[config.mk]
export PLATFORM = sky130hd
export DESIGN_NAME = aiwc_top
export DESIGN_NICKNAME = d
export VERILOG_FILES = /design/src/rtl/aiwc_pkg.sv /design/src/rtl/aiwc_beat.sv /design/src/rtl/aiwc_top.sv
export VERILOG_INCLUDE_DIRS = /design/src /design/src/rtl
export SDC_FILE = /design/constraint.sdc
export NUM_CORES = 1
export LEC_CHECK = 0
export BUFFER_PORTS_ARGS = -buffer_cell sky130_fd_sc_hd__buf_2
export CAP_MARGIN = 0
export CELL_PAD_IN_SITES_DETAIL_PLACEMENT = 1
export CELL_PAD_IN_SITES_GLOBAL_PLACEMENT = 1
export CORE_MARGIN = 3
export CORE_UTILIZATION = 37
export CTS_CLUSTER_DIAMETER = 150
export CTS_CLUSTER_SIZE = 8
export DETAILED_ROUTE_END_ITERATION = 8
export HOLD_SLACK_MARGIN = 0.02
export PLACE_DENSITY_LB_ADDON = 0.1
export SYNTH_ARGS = -nofsm -noshare
export SYNTH_HDL_FRONTEND = slang
export SYNTH_SLANG_ARGS = --single-unit
[constraint.sdc]
create_clock -name mclk_i -period 1.9 [get_ports mclk_i]
set_clock_uncertainty 0.05 [all_clocks]
set_input_delay 0.38 -clock mclk_i [delete_from_list [all_inputs] [get_ports mclk_i]]
set_output_delay 0.38 -clock mclk_i [all_outputs]
set_load 0.03 [all_outputs]
[src/rtl/aiwc_map.svh]
`ifndef AIWC_MAP_SVH
`define AIWC_MAP_SVH

// command word bit positions
`define AIWC_CMD_HBUSY 0
`define AIWC_CMD_HWDONE 1
`define AIWC_CMD_HRDONE 2
`define AIWC_CMD_SAVE 3
`define AIWC_CMD_SERWEN 4
`define AIWC_CMD_ALMCLR 5
`define AIWC_CMD_RNGCLR 6
`define AIWC_CMD_BANK 7
`define AIWC_CMD_PKLO 8
// status word bit positions
`define AIWC_ST_BUSY 0
`define AIWC_ST_RDONE 1
`define AIWC_ST_WDONE 2
`define AIWC_ST_BADDATA 3
`define AIWC_ST_CONVERR 4
`define AIWC_ST_ALARM 5
`define AIWC_ST_RANGE 6
`define AIWC_ST_GOOD 7
`define AIWC_ST_ACKLO 8
// reset values
`define AIWC_STATUS_RST 16'h0000
// heartbeat half period
`define AIWC_CLK_HZ 50000000
`define AIWC_HALF_PERIOD_MS 500
`define AIWC_HALF_CYCLES (`AIWC_CLK_HZ / 1000 * `AIWC_HALF_PERIOD_MS)
`endif

[src/rtl/aiwc_pkg.sv]
package aiwc_pkg;
	// word handed to the unit by the host
	typedef struct packed {
		logic [7:0] pk_reset;
		logic bank_hi;
		logic range_clr;
		logic alarm_clr;
		logic serial_wen;
		logic save_req;
		logic host_read_done;
		logic host_write_done;
		logic host_xfer_active;
	} aiwc_cmd_t;
	// word returned to the host
	typedef struct packed {
		logic [7:0] pk_ack;
		logic good;
		logic range_flag;
		logic alarm_flag;
		logic conv_err;
		logic bad_data;
		logic write_done;
		logic read_done;
		logic busy;
	} aiwc_status_t;
	// transfer handshake states
	typedef enum logic [3:0] {
		AIWC_IDLE = 4'h1,
		AIWC_BUSY = 4'h2,
		AIWC_RDONE = 4'h4,
		AIWC_WDONE = 4'h8
	} aiwc_xfer_t;
endpackage

[src/rtl/aiwc_beat.sv]
`timescale 1ns/1ps
`include "aiwc_map.svh"
// square wave with a programmable half period
module aiwc_beat #(
	parameter int HALF_CYCLES = `AIWC_HALF_CYCLES
) (
	// clock and reset
	input wire logic mclk_i,
	input wire logic rstn_i,
	// control and output
	input wire logic run_i,
	output logic beat_o
);
	localparam int CW = $clog2(HALF_CYCLES + 1);
	localparam logic [CW-1:0] LAST = CW'(HALF_CYCLES - 1);
	logic [CW-1:0] count;
	logic [CW-1:0] next_count;
	logic next_beat;

	// stopped beat parks low so a fault shows as a dead line
	always_comb begin
		next_count = count;
		next_beat = beat_o;
		if (!run_i) begin
			next_count = '0;
			next_beat = 1'b0;
		end else if (count == LAST) begin
			next_count = '0;
			next_beat = !beat_o;
		end else begin
			next_count = count + CW'(1);
		end
	end

	always_ff @(posedge mclk_i or negedge rstn_i) begin
		if (!rstn_i) begin
			count <= '0;
			beat_o <= 1'b0;
		end else begin
			count <= next_count;
			beat_o <= next_beat;
		end
	end

	// each level lasts exactly one half period
	half_period_a: assert property (@(posedge mclk_i) disable iff (!rstn_i)
		run_i && $past(run_i) && $changed(beat_o) |-> count == '0)
		else $error("heartbeat edge off its count");
endmodule

[src/rtl/aiwc_top.sv]
`timescale 1ns/1ps
`include "aiwc_map.svh"
// command/status word logic of the analog input unit
module aiwc_top #(
	parameter int HALF_CYCLES = `AIWC_HALF_CYCLES
) (
	// clock and reset
	input wire logic mclk_i,
	input wire logic rstn_i,
	// backplane words
	input wire aiwc_pkg::aiwc_cmd_t cmd_i,
	input wire logic xfer_start_i,
	input wire logic xfer_is_write_i,
	input wire logic xfer_end_i,
	output aiwc_pkg::aiwc_status_t status_o,
	// unit-side events
	input wire logic data_invalid_i,
	input wire logic data_valid_i,
	input wire logic conv_err_i,
	input wire logic any_alarm_i,
	input wire logic any_range_i,
	input wire logic unit_ok_i,
	input wire logic pk_done_i,
	// unit-side commands
	output logic save_req_o,
	output logic serial_wen_o,
	output logic [15:0] pk_clear_o
);
	aiwc_pkg::aiwc_xfer_t xfer;
	aiwc_pkg::aiwc_xfer_t next_xfer;
	logic xfer_wr;
	logic next_xfer_wr;
	aiwc_pkg::aiwc_status_t next_status;
	logic save_prev;
	logic next_save_req;
	logic next_serial_wen;
	logic [15:0] next_pk_clear;
	logic [15:0] pk_req;
	logic beat;

	aiwc_beat #(.HALF_CYCLES(HALF_CYCLES)) u_beat (
		.mclk_i(mclk_i),
		.rstn_i(rstn_i),
		.run_i(unit_ok_i),
		.beat_o(beat)
	);

	// requested peak-hold points spread over the chosen bank
	always_comb begin
		pk_req = cmd_i.bank_hi ? {cmd_i.pk_reset, 8'h00} : {8'h00, cmd_i.pk_reset};
	end

	// handshake bits come from transfer state, never from host move data
	always_comb begin
		next_xfer = xfer;
		next_xfer_wr = xfer_wr;
		unique case (xfer)
			aiwc_pkg::AIWC_IDLE: begin
				if (xfer_start_i) begin
					next_xfer = aiwc_pkg::AIWC_BUSY;
					next_xfer_wr = xfer_is_write_i;
				end
			end
			aiwc_pkg::AIWC_BUSY: begin
				if (xfer_end_i) begin
					next_xfer = xfer_wr ? aiwc_pkg::AIWC_WDONE : aiwc_pkg::AIWC_RDONE;
				end
			end
			aiwc_pkg::AIWC_RDONE, aiwc_pkg::AIWC_WDONE: begin
				next_xfer = aiwc_pkg::AIWC_IDLE;
			end
			default: begin
				next_xfer = aiwc_pkg::AIWC_IDLE;
			end
		endcase
	end

	// status word; hardware set wins over host clear
	always_comb begin
		next_status = status_o;
		next_status.busy = (next_xfer == aiwc_pkg::AIWC_BUSY);
		next_status.read_done = (next_xfer == aiwc_pkg::AIWC_RDONE);
		next_status.write_done = (next_xfer == aiwc_pkg::AIWC_WDONE);
		if (data_invalid_i) begin
			next_status.bad_data = 1'b1;
		end else if (data_valid_i) begin
			next_status.bad_data = 1'b0;
		end
		next_status.conv_err = conv_err_i;
		if (any_alarm_i) begin
			next_status.alarm_flag = 1'b1;
		end else if (cmd_i.alarm_clr) begin
			next_status.alarm_flag = 1'b0;
		end
		if (any_range_i) begin
			next_status.range_flag = 1'b1;
		end else if (cmd_i.range_clr) begin
			next_status.range_flag = 1'b0;
		end
		next_status.good = beat;
		// ack follows request once the engine has cleared it
		next_status.pk_ack = cmd_i.pk_reset & (status_o.pk_ack | {8{pk_done_i}});
	end

	// control outputs toward the unit core
	always_comb begin
		next_save_req = cmd_i.save_req && !save_prev;
		next_serial_wen = cmd_i.serial_wen;
		next_pk_clear = pk_req & ~({16{1'b0}} | (cmd_i.bank_hi ? {status_o.pk_ack, 8'h00}
			: {8'h00, status_o.pk_ack}));
	end

	always_ff @(posedge mclk_i or negedge rstn_i) begin
		if (!rstn_i) begin
			xfer <= aiwc_pkg::AIWC_IDLE;
			xfer_wr <= 1'b0;
			status_o <= `AIWC_STATUS_RST;
			save_prev <= 1'b0;
			save_req_o <= 1'b0;
			serial_wen_o <= 1'b0;
			pk_clear_o <= 16'h0000;
		end else begin
			xfer <= next_xfer;
			xfer_wr <= next_xfer_wr;
			status_o <= next_status;
			save_prev <= cmd_i.save_req;
			save_req_o <= next_save_req;
			serial_wen_o <= next_serial_wen;
			pk_clear_o <= next_pk_clear;
		end
	end

	// one save pulse per rising request edge
	save_pulse_a: assert property (@(posedge mclk_i) disable iff (!rstn_i)
		$rose(cmd_i.save_req) |=> save_req_o ##1 !save_req_o)
		else $error("save request not a single pulse");
	serial_gate_a: assert property (@(posedge mclk_i) disable iff (!rstn_i)
		1'b1 |=> serial_wen_o == $past(cmd_i.serial_wen))
		else $error("serial write enable not following host");
	alarm_clear_a: assert property (@(posedge mclk_i) disable iff (!rstn_i)
		cmd_i.alarm_clr && !any_alarm_i |=> !status_o.alarm_flag)
		else $error("alarm flag not cleared");
	range_clear_a: assert property (@(posedge mclk_i) disable iff (!rstn_i)
		cmd_i.range_clr && !any_range_i |=> !status_o.range_flag)
		else $error("range flag not cleared");
	bank_route_a: assert property (@(posedge mclk_i) disable iff (!rstn_i)
		cmd_i.bank_hi |=> pk_clear_o[7:0] == 8'h00)
		else $error("low bank touched while high bank chosen");
	xfer_flags_a: assert property (@(posedge mclk_i) disable iff (!rstn_i)
		status_o.busy && xfer_end_i |=> !status_o.busy && (status_o.read_done ^ status_o.write_done) ##1
		!status_o.read_done && !status_o.write_done)
		else $error("transfer handshake out of step");
	bad_data_a: assert property (@(posedge mclk_i) disable iff (!rstn_i)
		data_invalid_i |=> status_o.bad_data)
		else $error("invalid data not flagged");
	conv_err_a: assert property (@(posedge mclk_i) disable iff (!rstn_i)
		conv_err_i |=> status_o.conv_err)
		else $error("conversion error not flagged");
	alarm_sticky_a: assert property (@(posedge mclk_i) disable iff (!rstn_i)
		status_o.alarm_flag && !cmd_i.alarm_clr |=> status_o.alarm_flag)
		else $error("alarm flag dropped without clear");
	range_set_a: assert property (@(posedge mclk_i) disable iff (!rstn_i)
		any_range_i |=> status_o.range_flag)
		else $error("range flag not set");
	ack_release_a: assert property (@(posedge mclk_i) disable iff (!rstn_i)
		status_o.pk_ack[0] && !cmd_i.pk_reset[0] |=> !status_o.pk_ack[0])
		else $error("ack held after request dropped");
	ack_cause_a: assert property (@(posedge mclk_i) disable iff (!rstn_i)
		$rose(status_o.pk_ack[0]) |-> $past(pk_done_i) && $past(cmd_i.pk_reset[0]))
		else $error("ack without completed reset");

	// summary flags: alarm, range and bad data set by events and held until the matching clear; conversion error follows its input
	alarm_set_a: assert property (@(posedge mclk_i) disable iff (!rstn_i)
		any_alarm_i |=> status_o.alarm_flag)
		else $error("alarm flag not set");
	range_hold_a: assert property (@(posedge mclk_i) disable iff (!rstn_i)
		status_o.range_flag && !cmd_i.range_clr |=> status_o.range_flag)
		else $error("range flag dropped without clear");
	bad_clear_a: assert property (@(posedge mclk_i) disable iff (!rstn_i)
		data_valid_i && !data_invalid_i |=> !status_o.bad_data)
		else $error("invalid data flag not cleared by valid data");
	conv_follow_a: assert property (@(posedge mclk_i) disable iff (!rstn_i)
		!conv_err_i |=> !status_o.conv_err)
		else $error("conversion error flag without an error");

	// transfer handshake: start taken only from idle, done lasts one cycle
	busy_start_a: assert property (@(posedge mclk_i) disable iff (!rstn_i)
		xfer == aiwc_pkg::AIWC_IDLE && xfer_start_i |=> status_o.busy)
		else $error("transfer start not shown as busy");
	read_flag_a: assert property (@(posedge mclk_i) disable iff (!rstn_i)
		status_o.busy && xfer_end_i && !xfer_wr |=> status_o.read_done)
		else $error("block read end not flagged");
	write_flag_a: assert property (@(posedge mclk_i) disable iff (!rstn_i)
		status_o.busy && xfer_end_i && xfer_wr |=> status_o.write_done)
		else $error("block write end not flagged");
	done_quiet_a: assert property (@(posedge mclk_i) disable iff (!rstn_i)
		status_o.read_done || status_o.write_done |=> !status_o.busy)
		else $error("start accepted during done cycle");

	// peak-hold clear requests and their release
	low_bank_only_a: assert property (@(posedge mclk_i) disable iff (!rstn_i)
		!cmd_i.bank_hi |=> pk_clear_o[15:8] == 8'h00)
		else $error("high bank touched while low bank chosen");
	clear_first_a: assert property (@(posedge mclk_i) disable iff (!rstn_i)
		!cmd_i.bank_hi && cmd_i.pk_reset[0] && !status_o.pk_ack[0] |=> pk_clear_o[0])
		else $error("point one clear not requested");
	clear_last_a: assert property (@(posedge mclk_i) disable iff (!rstn_i)
		cmd_i.bank_hi && cmd_i.pk_reset[7] && !status_o.pk_ack[7] |=> pk_clear_o[15])
		else $error("point sixteen clear not requested");
	clear_drop_a: assert property (@(posedge mclk_i) disable iff (!rstn_i)
		!cmd_i.pk_reset[0] |=> !pk_clear_o[0] && !pk_clear_o[8])
		else $error("clear request outlives host bit");
	ack_set_a: assert property (@(posedge mclk_i) disable iff (!rstn_i)
		cmd_i.pk_reset[0] && pk_done_i |=> status_o.pk_ack[0])
		else $error("completed reset not acknowledged");

	// an unhealthy unit shows a dead heartbeat after the output stage
	beat_dead_a: assert property (@(posedge mclk_i) disable iff (!rstn_i)
		!unit_ok_i |-> ##2 !status_o.good)
		else $error("heartbeat running while unit not ok");
endmodule

### Word level (Yosys, flattened, before mapping)

Index checks and enable logic that the tools add are counted.

| operators by class | value |
|---|---|
| $add $sub $neg | 1 |
| equality and inequality tests | 7 |
| muxes and demuxes | 16 |
| bitwise gates (word level) | 4 |
| reductions and logical operators | 7 |

Operators with widths:

| kind | count |
|---|---|
| 25-bit 2-to-1 mux | 2 |
| 16-bit 2-to-1 mux | 2 |
| 25-bit by 1-bit adder with 25-bit output, second input constant | 1 |
| 25-bit equality test, second input constant | 1 |
| 16-bit bitwise AND | 1 |
| 16-bit NOT | 1 |
| 4-bit 2-to-1 mux | 3 |
| 8-bit bitwise AND | 1 |
| 4-bit by 2-bit equality test with 1-bit output, second input constant | 2 |
| 1-bit 2-to-1 mux | 8 |
| 8-bit OR | 1 |
| 4-bit case mux with 2 select lines | 1 |
| 2-bit nonzero test | 3 |
| 4-bit by 1-bit equality test with 1-bit output, second input constant | 1 |
| 4-bit by 3-bit equality test with 1-bit output, second input constant | 1 |
| 4-bit equality test, second input constant | 1 |
| 1-bit zero test | 2 |
| 2-bit by 1-bit != test with 1-bit output, second input constant | 1 |
| 2-bit AND reduction | 1 |
| 1-bit logical AND | 1 |

| word-level totals | value |
|---|---|
| flip-flop bits (word level) | 66 |
| input port bits | 28 |
| output and inout bits | 34 |
| logic and storage cells | 52 |

### Logic depth before layout (Yosys ltp)

Gate-level depths: netlist of run 1.

| logic depth | value |
|---|---|
| depth after elaboration | 4 |
| depth in mapped cells | 6 |
| gate-level depth less buffers | 5 |

### Cells and area by module

Synthesis of run 1 repeated with hierarchy kept, for this count alone.

| unflattened totals | value |
|---|---|
| cells, all modules | 229 |
| area, all modules | 2681.3 sq um |

Modules (own cells, without submodules):

| module | instances | cells each | area an instance (sq um) | seq. area each (sq um) |
|---|---|---|---|---|
| aiwc_beat | 1 | 140 | 1347.5 | 650.6 |
| aiwc_top | 1 | 89 | 1333.8 | 1002.2 |

### Worst setup path after synthesis of run 1

No wires, ideal clock.

| timing | value |
|---|---|
| kind | register to register |
| start | register u_beat.count[15] |
| end | register u_beat.count[20] |
| setup time | 0.130 ns |
| data arrival time | 1.876 ns |
| required time | 1.720 ns |
| setup slack | -0.155 ns |
| stages on the path, launching flop included | 6 |
| buffers on the path | 1 |
| period minus slack after synthesis | 2.055 ns |
| cells stage by stage | dfrtp_1 > or4b_1 > or4_4 > o21ai_2 > buf_4 > a21oi_1 |

| on the way | value |
|---|---|
| longest elaborated chain between the ends | 3 |
| elaborated cells between the ends (all ways) | 4 |
| those cells by class | add/sub: 1; eq/ne: 1; mux: 2 |

Ends and longest elaborated chain:

| what | line | text |
|---|---|---|
| start, declared | aiwc_beat.sv:16 | `logic [CW-1:0] count;` |
| start signal, assigned | aiwc_beat.sv:40 | `count <= next_count;` |
| 25-bit by 1-bit adder with 25-bit output or 25-bit equality test (tied branches) | aiwc_beat.sv:31, aiwc_beat.sv:27 |  |
| 25-bit 2-to-1 mux * | aiwc_beat.sv:27 | `end else if (count == LAST) begin` |
| 25-bit 2-to-1 mux * | aiwc_beat.sv:24 | `if (!run_i) begin` |
| net u_beat.next_count[20] | aiwc_beat.sv:17 | `logic [CW-1:0] next_count;` |

Mark *: on every way through the listed nets, which the timed path passes. The rest lies on a longest branch.
A chain may end at the register's enable or synchronous reset.

### Worst setup path in the final report of run 1

| timing | value |
|---|---|
| start | register u_beat.count[17] |
| end | register u_beat.beat_o |

| on the way | value |
|---|---|
| longest elaborated chain between the ends | 2 |

Ends and longest elaborated chain:

| what | line | text |
|---|---|---|
| 25-bit equality test | aiwc_beat.sv:27 |  |
| 2-bit by 1-bit != test with 1-bit output (no line) | -- |  |
| end signal, assigned | aiwc_beat.sv:41 | `beat_o <= next_beat;` |
| end, declared | aiwc_beat.sv:12 | `output logic beat_o` |

No other way between the ends.

==> impl_results.md, run 1 <==
* Kind of cell adding the most delay to the critical path: simple AND/OR/NAND/NOR gates
* Vias in the first global route at approximately 2300
* Global placement routability congestion at slightly above 0.7
* Routed Antenna Nets at 0
* Post-synthesis cell type count at 35
* IR Drop Worst-Case VDD at 0.611 mV
* Std-Cell Core Area at a little under 7000 um2
* Max-slew violation count at 0
* Critical path endpoint category: flop
* TritonCTS sink count at 66
* TritonCTS clock tree: done
* Switch Pwr at around 0.84 mW
* Data arrival time of the worst path at between 2000 and 2500 ps
* Period Utilization, post-route at 1.08
* Number of synthesized flops with an enable pin at 0
* Number of ports placed on the die boundary at 62
* Share of async-settable or async-resettable flops after synthesis at 1.00
* Switching part of the total power at 0.262
* Adder-cell area share of the yosys netlist at 0.00470
* Number of buffers created by CTS at 9
* Cells after Synth at ~230
* Highest net fanout along the worst path at 3
* Crit-path max cell delay at 550 ps
* Relative area change from synthesis to final layout at 34.0%
* Total number of vias at just over 2000
* Area fraction in compound gates after synthesis at 0.0842
* Root cell of the clock tree: sky130_fd_sc_hd__clkbuf_8
* Horizontal die dimension at approximately 91 um
* Max-capacitance violation count at 0
* Ant diodes at 0
* Cell-by-cell listing of the critical path: or4b_1 -> or4_4 -> or3_1 -> a21boi_1
* Syn_area_per_cell at ~12 um2
* Global route overflow at 0
* DR vias/cell at just under 5
* Final setup violation count at 25
* Antenna violations before repair at 0
* CTS max path bufs at 2
* Post-detailed-routing wire length at 6.29 mm
* Final critical-path required period at just over 2000 ps
* Post-DP HPWL at roughly 4.3 mm
* F_max at 488 MHz
* Yosys warning total at 0
* Yosys top cell by area: sky130_fd_sc_hd__dfrtp_1
* Violated checks: negative setup slack
* Outcome: finished, violations left
* Leakage at 1.68 nW
* Die area at 8240 um2
* Crit path buf inv count at 0
* Number of remaining DRC errors at 0
* Post-synthesis sequential area ratio at 0.621
* Placement row count at 30
* Worst-case hold slack at 91.7 ps
* Critical path type: reg2reg
* XOR/XNOR Fraction of Synth Area at 0.0461
* Clock Pin Slew Worst Setup and Hold Paths at 80 ps
* Comb power frac at 0.115
* Maximum number of pins on one net before global-route repair at between 60 and 70
* Max-Slew Margin vs Limit at 0.759
* Setup repair after global routing missed its margin: true
* Part of the power in the clock network at 0.403
* Flip-flop and latch count after synthesis at 66
* Htree depth at 3
* Simple-gate area share of the yosys netlist at 0.214
* Layout cell share with drive strength beyond 1 at 0.380
* Setup TNS at -2800 ps
* CP startpoint kind: flop
* Final hold violations at 0
* Share of the synthesized area in the top cell type at 0.611
* Critical path required time at roughly 2100 ps
* Drt pass-1 iters at 4
* Die Height at roughly 90 um
* Clock latency on the worst-skew pair at around 340 ps
* Initial Util at 0.387
* Slew at the pin closest to its max-slew limit at roughly 360 ps
* Power Dens Cells at between 900 and 1000 nW/um2
* Port Buffer Count at 58
* Portion of netlist area occupied by mux cells at 0.00423
* Dominant combinational cell family by area after synthesis: simple AND/OR/NAND/NOR gates
* Slowest-stage cell, CP: sky130_fd_sc_hd__or4_4
* DR WL/cell at 15.0 um
* Setup slack after layout at -150 ps
* Worst hold-check path type: in2reg
* Internal power of the cells at between 2 and 2.5 mW
* Top area cells in the synthesized netlist: sky130_fd_sc_hd__dfrtp_1 61%, sky130_fd_sc_hd__and3b_1 3.0%, sky130_fd_sc_hd__nor2_1 2.8%
* Total global routing track utilization at 0.168
* Global-route wire length before repair at 10.9 mm
* Mapped cell area at between 2000 and 3000 um2
* Violation count after the first detailed-route iteration at 44
* Part of the power in registers at 0.482
* Syn Nets at 256
* Main flop type after synthesis: sky130_fd_sc_hd__dfrtp_1
* Net count of the finished layout at ~350
cells in the final DEF (no fill, tap or decap), types with 3 or more instances in the layout:
master,netlist,final
sky130_fd_sc_hd__clkbuf_8,0,9
sky130_fd_sc_hd__a21oi_2,0,9
sky130_fd_sc_hd__o21a_1,8,8
sky130_fd_sc_hd__nor4_1,4,4
sky130_fd_sc_hd__nor2_2,0,6
sky130_fd_sc_hd__nand3_1,10,10
sky130_fd_sc_hd__buf_4,2,24
sky130_fd_sc_hd__nor3b_1,8,8
sky130_fd_sc_hd__a21o_1,3,3
sky130_fd_sc_hd__inv_1,10,10
sky130_fd_sc_hd__o21ai_0,3,3
sky130_fd_sc_hd__nand2_1,9,9
sky130_fd_sc_hd__xor2_1,7,7
sky130_fd_sc_hd__nor3_1,4,4
sky130_fd_sc_hd__and3b_1,9,9
sky130_fd_sc_hd__xnor2_1,7,7
sky130_fd_sc_hd__clkinvlp_4,0,3
sky130_fd_sc_hd__nand4_1,4,4
sky130_fd_sc_hd__or3_1,4,4
sky130_fd_sc_hd__buf_2,0,58
sky130_fd_sc_hd__o31ai_1,8,8
sky130_fd_sc_hd__or4_1,10,10
sky130_fd_sc_hd__nor2_1,20,14
sky130_fd_sc_hd__dfrtp_1,65,65
cell usage after synthesis (3+ instances only):
cell type,n
sky130_fd_sc_hd__a21oi_1,10
sky130_fd_sc_hd__o31ai_1,8
sky130_fd_sc_hd__inv_1,10
sky130_fd_sc_hd__nand3_1,10
sky130_fd_sc_hd__o21a_1,8
sky130_fd_sc_hd__nand4_1,4
sky130_fd_sc_hd__nor3b_1,8
sky130_fd_sc_hd__dfrtp_1,65
sky130_fd_sc_hd__or3_1,4
sky130_fd_sc_hd__a21o_1,3
sky130_fd_sc_hd__o21ai_0,3
sky130_fd_sc_hd__clkbuf_1,4
sky130_fd_sc_hd__nor4_1,4
sky130_fd_sc_hd__nor2_1,20
sky130_fd_sc_hd__and3b_1,9
sky130_fd_sc_hd__xor2_1,7
sky130_fd_sc_hd__or4_1,10
sky130_fd_sc_hd__xnor2_1,7
sky130_fd_sc_hd__nor3_1,4
sky130_fd_sc_hd__nand2_1,9
state kept, by name, indices dropped and copies added, names as in the netlist:
register and count:
u_beat.count 25, pk_clear_o 16, status_o 16, xfer 4, save_prev 1, save_req_o 1, serial_wen_o 1, u_beat.beat_o 1
xfer_wr 1
per-stage QoR:
step	instances	utilization	setup slack, ps	cell area (um2)	power [mW]
3_3_place_gp	400	0.474	-132	3260	1.93
2_1_floorplan	227	-	-134	2690	1.79
4_1_cts	417	0.514	-155	3530	3.27
6_report	420	0.519	-150	3560	3.21
3_5_place_dp	400	0.474	-178	3260	1.95
5_1_grt	420	0.519	-188	3560	3.38
metal layers:
metal	up-vias	wire [um]	track usage
met2	46	3060	0.272
li1	982	-	-
met4	0	88	0.0565
met1	1027	2710	0.199
met3	8	427	0.0775
met5	-	0	0
logic make-up (layout without fill, tap and decap cells):
logic type,Yosys count,in the layout
AO/OA/AOI/OAI,34,34
XOR/XNOR,14,14
adder cells (fa/ha/maj),1,1
buffers and inverters,16,113
flip-flops,66,66
multiplexers,1,1
AND/OR/NAND/NOR,95,95
path summary, 6_finish.rpt:
check / from / endpoint / slack [ps] / depth (start not counted)
setup / recovery: u_beat.count[17]$_DFF_PN0_ / u_beat.beat_o$_DFFE_PN0P_ / -150 / 4
hold / removal: cmd_i[4] / serial_wen_o$_DFF_PN0_ / 90 / 1
setup reg to reg: u_beat.count[17]$_DFF_PN0_ / u_beat.beat_o$_DFFE_PN0P_ / -150 / 4
hold reg to reg: u_beat.beat_o$_DFFE_PN0P_ / status_o[7]$_DFF_PN0_ / 350 / 0
max in group asynchronous: rstn_i / xfer[0]$_DFF_PN1_ / 940 / 3
min in group asynchronous: rstn_i / u_beat.count[3]$_DFF_PN0_ / 540 / 3
power groups by stage:
stage	logic, mW	clock network (mW)	registers, mW
3_5_place_dp	0.371	0	1.58
2_1_floorplan	0.119	0	1.67
5_1_grt	0.411	1.41	1.56
6_report	0.369	1.30	1.55
3_3_place_gp	0.364	0	1.57
4_1_cts	0.378	1.35	1.55
cell type report:
class                           count  area, um2
Sequential cell                    66       1650
Inverter                           10       37.5
Timing Repair Buffer               87        538
Tap cell                           96        120
Fill cell                         783       3310
Clock buffer                       10        128
Clock inverter                      6       91.3
Multi-Input combinational cell    145        996
what timing repair did:
action	CTS	global route
buffers inserted	0	3
endpoints found under the hold margin	65	0
gates resized for setup	12	4
hold buffers	1	0
pin swaps	2	0
setup endpoints to repair	25	25
Note: power is estimated with default switching activity, not from simulation.
==> inputs of run 2 (changes only) <==
--- a/config.mk
+++ b/config.mk
@@ -17,6 +17,7 @@
 export DETAILED_ROUTE_END_ITERATION = 8
 export HOLD_SLACK_MARGIN = 0.02
 export PLACE_DENSITY_LB_ADDON = 0.1
+export SKIP_CTS_REPAIR_TIMING = 1
 export SYNTH_ARGS = -nofsm -noshare
 export SYNTH_HDL_FRONTEND = slang
 export SYNTH_SLANG_ARGS = --single-unit
==> impl_results.md, run 2 (synthesis gave the netlist of run 1 again) <==
* Final critical-path required period at 2050 ps (about the same)
* Data arrival time of the worst path at 2260 ps (about the same)
* Final setup violation count at 25 (unchanged)
* Met3 wire length at 427 um (unchanged)
* Port Buffer Count at 58 (unchanged)
* Most frequent cells in the layout: 65 x sky130_fd_sc_hd__dfrtp_1, 58 x sky130_fd_sc_hd__buf_2, 24 x sky130_fd_sc_hd__buf_4, 15 x sky130_fd_sc_hd__nor2_1 (was 65 x sky130_fd_sc_hd__dfrtp_1, 58 x sky130_fd_sc_hd__buf_2, 24 x sky130_fd_sc_hd__buf_4, 14 x sky130_fd_sc_hd__nor2_1)
* End point of the worst hold path: serial_wen_o$_DFF_PN0_ (unchanged)
* Global placement routability congestion at 0.722 (unchanged)
* Net count of the finished layout at 348 (unchanged)
* Total number of vias at 2064 (was 2063)
* Reg-to-reg startpoint: u_beat.count[17]$_DFF_PN0_ (unchanged)
* Slew at the pin closest to its max-slew limit at 359 ps (about the same)
* Antenna violations before repair at 0 (unchanged)
* CP startpoint kind: flop (unchanged)
* Place WS at -178 ps (unchanged)
* Worst R2R Setup Slack at -150 ps (about the same)
* Power Dens Cells at 902 nW/um2 (about the same)
* Number of ports placed on the die boundary at 62 (unchanged)
* Leakage at 1.68 nW (about the same)
* Total global routing track utilization at 0.167 (was 0.168)
* TritonCTS sink count at 66 (unchanged)
* Number of remaining DRC errors at 0 (unchanged)
* Outcome: finished, violations left (unchanged)
* Area of the multi-input gates at 998 um2 (was 996 um2)
* Final hold violations at 0 (unchanged)
* Std-Cell Core Area at 6870 um2 (unchanged)
* Critical path required time at 2110 ps (about the same)
* Period Utilization, post-route at 1.08 (about the same)
* Relative area change from synthesis to final layout at 33.9% (was 34.0%)
* Clock latency on the worst-skew pair at 340 ps (about the same)
* Min-Delay Path Depth at 1 (unchanged)
* Most frequent standard cell in the layout excluding fill and tap cells: sky130_fd_sc_hd__dfrtp_1 (unchanged)
* Met2 wire length at 3.03 mm (was 3.06 mm)
* Sequential standard cell area at 1650 um2 (unchanged)
* Capturing point of the worst reg2reg path: u_beat.beat_o$_DFFE_PN0P_ (unchanged)
* Setup slack after layout at -147 ps (was -150 ps)
* Global-route wire length before repair at 10.8 mm (was 10.9 mm)
* Most flops, register: u_beat.count (unchanged)
* Drt pass-1 iters at 4 (unchanged)
* Critical hold path startpoint: cmd_i[4] (unchanged)
* Number of inserted filler cells in the final layout at 783 (unchanged)
* Registers with the highest flip-flop counts: u_beat.count: 25 flops, pk_clear_o: 16 flops, status_o: 16 flops (unchanged)
* Clock Pin Slew Worst Setup and Hold Paths at 80 ps (about the same)
* IR Drop Worst-Case VDD at 0.611 mV (about the same)
* Highest net fanout along the worst path at 3 (unchanged)
* DR vias/cell at 4.91 (about the same)
* Die Height at 90.8 um (unchanged)
* Critical path endpoint category: flop (unchanged)
* Critical path type: reg2reg (unchanged)
* Ant diodes at 0 (unchanged)
* Setup TNS at -2620 ps (was -2800 ps)
* Uppermost layer routed: met4 (unchanged)
* Initial Util at 0.387 (unchanged)
* Cells on worst reg2reg path at 4 (unchanged)
* Vias in the first global route at 2268 (was 2285)
* Global route overflow at 0 (unchanged)
* Post-detailed-routing wire length at 6.31 mm (was 6.29 mm)
* Die area at 8240 um2 (unchanged)
* TritonCTS clock tree: done (unchanged)
* Placed inst area at 3260 um2 (unchanged)
* Horizontal die dimension at 90.8 um (unchanged)
* Violated checks: negative setup slack (unchanged)
* Number of buffers created by CTS at 9 (unchanged)
* CTS max path bufs at 2 (unchanged)
* Routed Antenna Nets at 0 (unchanged)
* Max-Slew Margin vs Limit at 0.758 (was 0.759)
* Max-slew violation count at 0 (unchanged)
* Maximum number of pins on one net before global-route repair at 67 (unchanged)
* Violation count after the first detailed-route iteration at 40 (was 44)
* DR WL/cell at 15.0 um (about the same)
* Design area at 3560 um2 (about the same)
* Max FFs per register at 25 (unchanged)
* Routed metal-1 wirelength at 2.76 mm (was 2.71 mm)
* Post-DP HPWL at 4.34 mm (unchanged)
* Root cell of the clock tree: sky130_fd_sc_hd__clkbuf_8 (unchanged)
* F_max at 489 MHz (was 488 MHz)
* Htree depth at 3 (unchanged)
* Worst hold-check path type: in2reg (unchanged)
* Placement row count at 30 (unchanged)
* Layout cell share with drive strength beyond 1 at 0.380 (unchanged)
* Max-capacitance violation count at 0 (unchanged)
* Setup repair after global routing missed its margin: true (unchanged)
## run 2: changes by cell type in the layout (fill, tap and decap cells not counted)
cell,previous run,this run
sky130_fd_sc_hd__buf_6,2,3
sky130_fd_sc_hd__nor2_2,6,5
sky130_fd_sc_hd__nor2_1,14,15
sky130_fd_sc_hd__or3_1,4,3
sky130_fd_sc_hd__buf_8,1,0
sky130_fd_sc_hd__or3_4,0,1
## run 2: layout make-up
cell class / count / share of cell area
sequential: 66 / 0.464
inverter: 10 / 0.0105
tap: 96 / 0.0337
multi-input combinational: 145 / 0.280
clock inverter: 6 / 0.0256
clock buffer: 10 / 0.0358
timing repair buffer: 87 / 0.150
## run 2: metrics by stage
step / hold slack (ps) / power [mW] / util / instances
after floorplan: 34.4 / 1.79 / - / 227
after global placement: 335 / 1.93 / 0.474 / 400
after detailed placement: 321 / 1.95 / 0.474 / 400
after CTS: -1.23 / 3.27 / 0.506 / 416
after global routing: 57.1 / 3.38 / 0.519 / 420
final: 91.9 / 3.21 / 0.519 / 420
## run 2: how the worst max path moves through the flow
stage | slack (ps) | to | start | cells past startpoint
floorplan | -130 | u_beat.beat_o$_DFFE_PN0P_ | u_beat.count[15]$_DFF_PN0_ | 4
global placement | -130 | u_beat.beat_o$_DFFE_PN0P_ | u_beat.count[17]$_DFF_PN0_ | 4
detailed placement | -180 | u_beat.beat_o$_DFFE_PN0P_ | u_beat.count[9]$_DFF_PN0_ | 4
CTS | -180 | u_beat.beat_o$_DFFE_PN0P_ | u_beat.count[9]$_DFF_PN0_ | 4
global route | -190 | u_beat.beat_o$_DFFE_PN0P_ | u_beat.count[17]$_DFF_PN0_ | 4
finish | -150 | u_beat.beat_o$_DFFE_PN0P_ | u_beat.count[17]$_DFF_PN0_ | 4
## run 2: routing by layer
metal	track usage	vias up
met2	0.271	46
met5	0	-
met3	0.0783	8
li1	-	983
met4	0.0565	0
met1	0.194	1027
## run 2: worst max-delay path, cell delays in order (launching register included)
cell and delay [ps]:
sky130_fd_sc_hd__dfrtp_1 370, sky130_fd_sc_hd__or4b_1 510, sky130_fd_sc_hd__or4_4 550, sky130_fd_sc_hd__or3_1 360, sky130_fd_sc_hd__a21boi_1 130
## run 2: power by group
group	internal [mW]	switching, mW	total (mW)
Combinational	0.131	0.238	0.369
Sequential	1.50	0.0486	1.55
Clock	0.741	0.557	1.30
Total	2.37	0.843	3.21
